**config.mk**
```make
export PLATFORM = sky130hd
export DESIGN_NAME = svm_top
export DESIGN_NICKNAME = d
export VERILOG_FILES = /design/src/verilog/svm_pkg.sv /design/src/verilog/svm_top.sv
export SDC_FILE = /design/constraint.sdc
export NUM_CORES = 1
export LEC_CHECK = 0
export BUFFER_PORTS_ARGS = -buffer_cell sky130_fd_sc_hd__clkbuf_2
export CORE_MARGIN = 2
export CORE_UTILIZATION = 25
export DETAILED_ROUTE_END_ITERATION = 10
export RECOVER_POWER = 50
export SYNTH_ARGS = -nofsm -noshare
export SYNTH_HDL_FRONTEND = slang
export SYNTH_SLANG_ARGS = --single-unit
```
**constraint.sdc**
```tcl
create_clock -name ref_clk_in -period 3.8 [get_ports ref_clk_in]
set_clock_uncertainty 0.15 [all_clocks]
set_input_delay 0.76 -clock ref_clk_in [delete_from_list [all_inputs] [get_ports ref_clk_in]]
set_output_delay 0.76 -clock ref_clk_in [all_outputs]
set_load 0.005 [all_outputs]
```
**src/verilog/svm_pkg.sv**
```systemverilog
// supply monitor package: register map, field layout, reset values
package svm_pkg;

  // ===========================================================
  // register byte addresses
  localparam logic [31:0] SVM_CTRL_ADDR = 32'hFFFF0440;
  localparam logic [31:0] SVM_ISTS_ADDR = 32'hFFFF0444;
  localparam logic [31:0] SVM_IMSK_ADDR = 32'hFFFF0448;

  // ===========================================================
  // control register fields
  localparam int SVM_FLAG_BIT = 0;
  localparam int SVM_EN_BIT   = 1;
  localparam int SVM_TP_BIT   = 2;
  localparam int SVM_CMP_BIT  = 3;
  localparam int SVM_CTRL_W   = 16;
  localparam logic [15:0] SVM_CTRL_RST = 16'h0008;

  // ===========================================================
  // event status bits and reset values
  localparam int SVM_EV_LOW   = 0;
  localparam int SVM_EV_OK    = 1;
  localparam int SVM_EV_W     = 2;
  localparam logic [1:0] SVM_EV_RST = 2'h0;

  // ===========================================================
  // bus encodings
  localparam logic [1:0] SVM_HTRANS_NONSEQ = 2'h2;
  localparam logic [2:0] SVM_HSIZE_WORD    = 3'h2;
  localparam logic       SVM_HRESP_OKAY    = 1'h0;

  // address phase captured for the data phase
  typedef struct packed {
    logic        valid;
    logic        write;
    logic [31:0] addr;
  } svm_aphase_t;

  // control state held by software
  typedef struct packed {
    logic tp;
    logic en;
  } svm_ctrl_t;

endpackage

```
**src/verilog/svm_top.sv**
```systemverilog
// supply monitor control/status block with an AHB-Lite register slave
`timescale 1ns/10ps
`default_nettype none

module svm_top
  import svm_pkg::*;
(
  input  wire logic        ref_clk_in,
  input  wire logic        reset_in,
  input  wire logic        hsel_in,
  input  wire logic [31:0] haddr_in,
  input  wire logic [1:0]  htrans_in,
  input  wire logic        hwrite_in,
  input  wire logic [2:0]  hsize_in,
  input  wire logic [31:0] hwdata_in,
  input  wire logic        hready_in,
  output logic      [31:0] hrdata_out,
  output logic             hreadyout_out,
  output logic             hresp_out,
  input  wire logic        comparator_in,
  output logic             monitor_enable_out,
  output logic             threshold_select_out,
  output logic             low_supply_flag_out,
  output logic             irq_out
);

  // ===========================================================
  // comparator synchroniser
  logic sync1_q;
  logic sync2_q;
  logic sync1_d;
  logic sync2_d;

  // first stage feeds only the second; the pin is asynchronous
  always_comb begin
    sync1_d = comparator_in;
    sync2_d = sync1_q;
  end

  // resets to supply good so a release never fakes a low episode
  // two-flop synchroniser
  always_ff @(posedge ref_clk_in or posedge reset_in) begin
    if (reset_in) begin
      sync1_q <= 1'b1;
      sync2_q <= 1'b1;
    end else begin
      sync1_q <= sync1_d;
      sync2_q <= sync2_d;
    end
  end

  // ===========================================================
  // bus address phase
  svm_aphase_t ap_q;
  svm_aphase_t ap_d;
  logic        take;

  // only whole-word transfers reach the strobes (read data ignores size); others still answer OKAY
  always_comb begin
    take     = hsel_in & hready_in & (htrans_in == SVM_HTRANS_NONSEQ);
    ap_d     = '0;
    ap_d.valid = take & (hsize_in == SVM_HSIZE_WORD);
    ap_d.write = hwrite_in;
    ap_d.addr  = haddr_in;
  end

  always_ff @(posedge ref_clk_in or posedge reset_in) begin
    if (reset_in) begin
      ap_q <= '0;
    end else begin
      ap_q <= ap_d;
    end
  end

  // zero wait states, never an error
  // limitation: a read right behind a write to the same register
  // returns the value from before that write
  assign hreadyout_out = 1'b1;
  assign hresp_out     = SVM_HRESP_OKAY;

  logic wr_ctrl;
  logic rd_ists;
  logic rd_any;
  logic wr_imsk;

  // data-phase strobes
  always_comb begin
    wr_ctrl = ap_q.valid & ap_q.write & (ap_q.addr == SVM_CTRL_ADDR);
    wr_imsk = ap_q.valid & ap_q.write & (ap_q.addr == SVM_IMSK_ADDR);
    rd_ists = ap_q.valid & ~ap_q.write & (ap_q.addr == SVM_ISTS_ADDR);
    rd_any  = ap_q.valid & ~ap_q.write;
  end

  // ===========================================================
  // control, comparator status and low supply flag
  svm_ctrl_t ctrl_q;
  svm_ctrl_t ctrl_d;
  logic      flag_q;
  logic      flag_d;
  logic      armed_q;
  logic      armed_d;
  logic      cmp_status;
  logic      flag_set;
  logic      flag_clr;

  // powered-down monitor reads as supply good
  assign cmp_status = ~ctrl_q.en | sync2_q;

  always_comb begin
    ctrl_d  = ctrl_q;
    flag_d  = flag_q;
    armed_d = armed_q;
    if (wr_ctrl) begin
      ctrl_d.tp = hwdata_in[SVM_TP_BIT];
      ctrl_d.en = hwdata_in[SVM_EN_BIT];
    end
    // set while status low and armed
    flag_set = ~cmp_status & armed_q;
    // write one clears only with status high
    flag_clr = wr_ctrl & hwdata_in[SVM_FLAG_BIT] & cmp_status;
    // set and clear are disjoint since they need opposite status
    if (flag_set) begin
      flag_d = 1'b1;
    end else if (flag_clr) begin
      flag_d = 1'b0;
    end
    // one interrupt per low episode, rearm when high
    if (flag_set) begin
      armed_d = 1'b0;
    end else if (cmp_status) begin
      armed_d = 1'b1;
    end
  end

  always_ff @(posedge ref_clk_in or posedge reset_in) begin
    if (reset_in) begin
      ctrl_q  <= '0;
      flag_q  <= SVM_CTRL_RST[SVM_FLAG_BIT];
      armed_q <= 1'b1;
    end else begin
      ctrl_q  <= ctrl_d;
      flag_q  <= flag_d;
      armed_q <= armed_d;
    end
  end

  assign monitor_enable_out   = ctrl_q.en;
  assign threshold_select_out = ctrl_q.tp;
  // flag is the interrupt controller's source line
  assign low_supply_flag_out  = flag_q;

  // ===========================================================
  // event status (read clears) and mask
  logic [SVM_EV_W-1:0] ists_q;
  logic [SVM_EV_W-1:0] ists_d;
  logic [SVM_EV_W-1:0] imsk_q;
  logic [SVM_EV_W-1:0] imsk_d;
  logic [SVM_EV_W-1:0] ev;
  logic                cmp_prev_q;

  // a new event in the clearing read cycle survives
  // set wins so no event is lost between the read and the clear
  always_comb begin
    ev            = '0;
    ev[SVM_EV_LOW] = flag_set;
    ev[SVM_EV_OK]  = cmp_status & ~cmp_prev_q;
    ists_d = (rd_ists ? '0 : ists_q) | ev;
    imsk_d = wr_imsk ? hwdata_in[SVM_EV_W-1:0] : imsk_q;
  end

  always_ff @(posedge ref_clk_in or posedge reset_in) begin
    if (reset_in) begin
      ists_q     <= SVM_EV_RST;
      imsk_q     <= SVM_EV_RST;
      cmp_prev_q <= 1'b1;
    end else begin
      ists_q     <= ists_d;
      imsk_q     <= imsk_d;
      cmp_prev_q <= cmp_status;
    end
  end

  assign irq_out = |(ists_q & imsk_q);

  // ===========================================================
  // read data
  logic [SVM_CTRL_W-1:0] ctrl_view;
  logic [31:0]           rdata_d;
  logic [31:0]           rdata_q;

  always_comb begin
    ctrl_view               = '0;
    ctrl_view[SVM_FLAG_BIT] = flag_q;
    ctrl_view[SVM_EN_BIT]   = ctrl_q.en;
    ctrl_view[SVM_TP_BIT]   = ctrl_q.tp;
    ctrl_view[SVM_CMP_BIT]  = cmp_status;
    rdata_d = 32'h00000000;
    // address phase is decoded so data stands in the data phase
    if (take & ~hwrite_in) begin
      case (haddr_in)
        SVM_CTRL_ADDR: rdata_d = {16'h0000, ctrl_view};
        SVM_ISTS_ADDR: rdata_d = {30'h0, ists_q | ev};
        SVM_IMSK_ADDR: rdata_d = {30'h0, imsk_q};
        default:       rdata_d = 32'h00000000;
      endcase
    end
  end

  always_ff @(posedge ref_clk_in or posedge reset_in) begin
    if (reset_in) begin
      rdata_q <= 32'h00000000;
    end else begin
      rdata_q <= rdata_d;
    end
  end

  assign hrdata_out = rdata_q;

  // ===========================================================
  // checks

  // reset value of the control view
  AST_CTRL_RESET: assert property (@(posedge ref_clk_in)
    $fell(reset_in) |-> (ctrl_view == SVM_CTRL_RST))
    else $error("control view not at reset value");

  AST_CMP_OFF: assert property (@(posedge ref_clk_in) disable iff (reset_in)
    !monitor_enable_out |-> ctrl_view[SVM_CMP_BIT])
    else $error("comparator status low while monitor off");

  // pin change reaches status two cycles later
  AST_SYNC: assert property (@(posedge ref_clk_in) disable iff (reset_in)
    (ctrl_q.en && $stable(ctrl_q.en)) ##0 1 |->
      ##2 (sync2_q == $past(comparator_in, 2)))
    else $error("synchroniser latency wrong");

  // flag rises the cycle after armed low status
  AST_FLAG_SET: assert property (@(posedge ref_clk_in) disable iff (reset_in)
    (!cmp_status && armed_q) |=> low_supply_flag_out)
    else $error("flag not set on low supply");

  // flag never clears while status low
  AST_NO_CLR_LOW: assert property (@(posedge ref_clk_in) disable iff (reset_in)
    ($past(low_supply_flag_out) && !$past(cmp_status)) |-> low_supply_flag_out)
    else $error("flag cleared while supply low");

  // write one with status high clears next cycle
  AST_CLR: assert property (@(posedge ref_clk_in) disable iff (reset_in)
    (wr_ctrl && hwdata_in[SVM_FLAG_BIT] && cmp_status) |=> !low_supply_flag_out)
    else $error("flag not cleared by write one");

  // write zero leaves the flag alone
  AST_W0: assert property (@(posedge ref_clk_in) disable iff (reset_in)
    (wr_ctrl && !hwdata_in[SVM_FLAG_BIT] && low_supply_flag_out) |=> low_supply_flag_out)
    else $error("write zero changed flag");

  // no second low event while status stays low
  AST_NO_RESET: assert property (@(posedge ref_clk_in) disable iff (reset_in)
    (!cmp_status && $past(!cmp_status)) |-> !ev[SVM_EV_LOW])
    else $error("low event repeated without recovery");

  // first low cycle of an episode raises the event
  AST_LOW_EV: assert property (@(posedge ref_clk_in) disable iff (reset_in)
    (!cmp_status && $past(cmp_status)) |-> ev[SVM_EV_LOW])
    else $error("low supply event missing");

  AST_CTRL_WR: assert property (@(posedge ref_clk_in) disable iff (reset_in)
    wr_ctrl |=> (monitor_enable_out == $past(hwdata_in[SVM_EN_BIT])) &&
      (threshold_select_out == $past(hwdata_in[SVM_TP_BIT])))
    else $error("control write not applied");

  AST_SRC: assert property (@(posedge ref_clk_in) disable iff (reset_in)
    (ap_q.valid && !ap_q.write && ap_q.addr == SVM_CTRL_ADDR) |->
      (hrdata_out[SVM_FLAG_BIT] == $past(low_supply_flag_out)))
    else $error("read flag differs from source line");

  // interrupt level follows masked status
  AST_IRQ: assert property (@(posedge ref_clk_in) disable iff (reset_in)
    (ists_q[SVM_EV_LOW] && imsk_q[SVM_EV_LOW]) |-> irq_out)
    else $error("unmasked event without interrupt");

endmodule

`default_nettype wire
```
==> key figures <==
Setup path
  • CP startpoint: reset_in
  • Worst EP required: 3.72 ns
  • RR Startpoint: ap_q[1]
  • Crit-path cells: clkbuf_2 -> inv_1
  • Slowest CP cell: inv_1
  • WP buf/inv: 2
  • Worst R2R Path Depth: 4
  • Max FO, Critical Path: between 40 and 50
  • Crit path depth: 2
  • Kind of critical path: in -> async
  • Crit path launch type: primary input
  • CP arrival: 2.11 ns
  • Critical Path Max Stage Delay: 1.25 ns
  • Crit. End Element: async pin
  • Critical path's top delay family: buffers and inverters

Synth
  • Ys Warns: 0
  • Register area share after synthesis: 0.636
  • Syn Std Cell Area: 1940 um2
  • Synth cell types: 37
  • Area leader, netlist: dfrtp_1
  • Most frequent cell after synthesis: dfrtp_1
  • Synth Flop Type: dfrtp_1
  • Synth area leaders: dfrtp_1, buf_4, dfstp_2, mux2_1, nand4_1
  • Asr flop ratio synth: 1.00
  • Avg Inst Size Synth: 13.7 um2
  • Number of synthesized flops with an enable pin: 0
  • Yosys reg bits: 49
  • Yosys top cell area share: 0.581
  • Post-Syn Instances: roughly 140
  • Most frequent cells after synthesis: dfrtp_1, buf_4, nand4_1

Worst hold path
  • Hold depth: 0
  • Worst Min Path Start: sync1_q
  • Worst hold path type: reg -> reg

GRT
  • M3 GR Usage: 0.0279
  • Largest net degree at the start of global routing: 50
  • Vias in the first global route: 1247
  • Initial antenna violation count: 0
  • GRT Util Overall: 0.0936
  • Most Crowded Layer GR: met2
  • Met2 GRT Util: 0.156
  • GRT overflow: 0
  • Met1 usage: 0.114
  • First-pass GRT wire length: 6.08 mm

Layout
  • Area growth from synthesis to layout: 17.7%
  • Antenna cells: 0
  • Final Cell Area: 2280 um2
  • Final nets: ~270
  • Layout cells sized above 1: 0.202
  • Non-filler cells in the finished layout: 300

Place
  • Placed Cells: 292
  • Detail Placement HPWL: ~2.9 mm
  • Port Buffers: 53
  • Placed cell area: around 2200 um2
  • Placer Congestion: 0.772

Drt
  • First-pass DRT Iterations: 4
  • Detailed-route via count: 1174
  • Drt total wl: 3.63 mm
  • Final ANT Viol Nets: 0
  • Drt drc: 0
  • Wire length per cell: 12.1 um
  • Vias per Instance: 3.91
  • 1st-iter DRT viols: 73

Clock tree
  • Root Driver: clkbuf_8
  • Post-CTS setup buffers: 0
  • CTS tree: yes
  • Clk pin slew, worst setup/hold paths: 0.08 ns
  • Longest Clk Path Bufs: 2
  • Clock Latency Late Sink: 0.29 ns
  • Htree depth: 2
  • Count of hold-fix buffers inserted at cts: 0
  • Post-CTS sizing: 0
  • Number of CTS-inserted buffers: 5
  • Sink Count: between 40 and 50

Timing
  • Unrepaired setup endpoints after global routing: false
  • Max-slew violation count: 50
  • Fin Setup TNS: 0 ns
  • Slew of the pin with the lowest slew margin: approximately 1.8 ns
  • Slew headroom: -0.186
  • Hold Vio Cnt, Final: 0
  • WHS: roughly 0.21 ns
  • Min Clock Period, post-route: ~2.2 ns
  • Final period util: 0.575
  • Max frequency: 457 MHz
  • Final Setup Violations: 0

Power
  • Lkg Pwr: 0.998 nW
  • Max VDD drop: 0.148 mV
  • Pwr/cell area: 433 nW/um2
  • Total power: just under 0.001 W

Status
  • Failing checks: max-capacitance violations, max-slew violations
  • Status: finished with violations

Run
  • Number of max-cap violations: 1

Floorplanning
  • Initial Utilization: 0.255
  • Die Ht: 92.0 um
  • Die area: 8470 um2
  • Total I/O pin count: ~110
  • # rows: 32
  • Die W: between 90 and 100 um
  • Core Region: 7610 um2
cell type report:
class	instances	area, um2
sequential	49	1230
clock buffer	7	86.3
timing repair buffer	53	226
multi-input combinational	85	567
tap	102	128
clock inverter	1	30.0
inverter	3	11.3
fill	791	5330
through the flow:
stage / setup slack [ns] / util
6_report: 1.61 / 0.300
5_1_grt: 1.20 / 0.300
4_1_cts: 1.74 / 0.305
3_5_place_dp: 1.43 / 0.289
3_3_place_gp: 1.46 / 0.289
2_1_floorplan: 1.70 / -
cells in the final DEF, fill, tap and decap left out, drive strengths merged:
| master | instances |
|---|---|
| clkbuf | 60 |
| dfrtp | 45 |
| conb | 30 |
| nand4 | 7 |
| nand4b | 5 |
| nor2b | 4 |
| mux2 | 4 |
| dfstp | 4 |
| nor4b | 4 |
| nor4 | 4 |
| inv | 3 |
| nor2 | 3 |
| a21oi | 3 |
| nand3 | 3 |
| a22o | 2 |
| a211oi | 2 |
| or4 | 2 |
| nor4bb | 1 |
| and4 | 1 |
| nand4bb | 1 |
| nor3 | 1 |
| o21bai | 1 |
| nand2 | 1 |
| mux2i | 1 |
| nand2b | 1 |
| o22ai | 1 |
| a21o | 1 |
| and3 | 1 |
| nor3b | 1 |
| bufinv | 1 |
sequential cells by signal, indices dropped and copies added, names as in the netlist:
register and flops:
ists_q 2, cmp_prev_q 1, sync2_q 1, imsk_q 2, monitor_enable_out 1, hrdata_out 4, sync1_q 1, low_supply_flag_out 1
armed_q 1, threshold_select_out 1, ap_q 34
logic make-up after synthesis:
group	Yosys count	share of synthesized area
other cells	2	0.00388
compound gates	10	0.0355
flops	49	0.636
buf+inv	35	0.126
simple gates	40	0.171
mux	5	0.0284
per-layer routing:
layer  share of wire  routed length (um)  up-vias
met1            0.41                1480      572
met2            0.51                1860       53
met4           0.012                  43        0
li1                -                   -      545
met5               0                   0        -
met3           0.069                 251        4
worst paths after layout:
check	endpoint	slack [ns]
worst max-delay path	ap_q[12]	1.61
worst min-delay path	sync2_q	0.21
worst max register to register	monitor_enable_out	1.97
worst min register to register	sync2_q	0.21
max in group ref_clk_in	hrdata_out[3]	1.76
min in group asynchronous	hrdata_out[2]	0.85
power by group:
part	total (W)	internal [W]	switching [W]
Combinational	0.0000621	0.0000231	0.0000390
Clock	0.000374	0.000215	0.000159
Sequential	0.000552	0.000545	0.00000769
No activity file was read; power rests on OpenSTA's default activity.
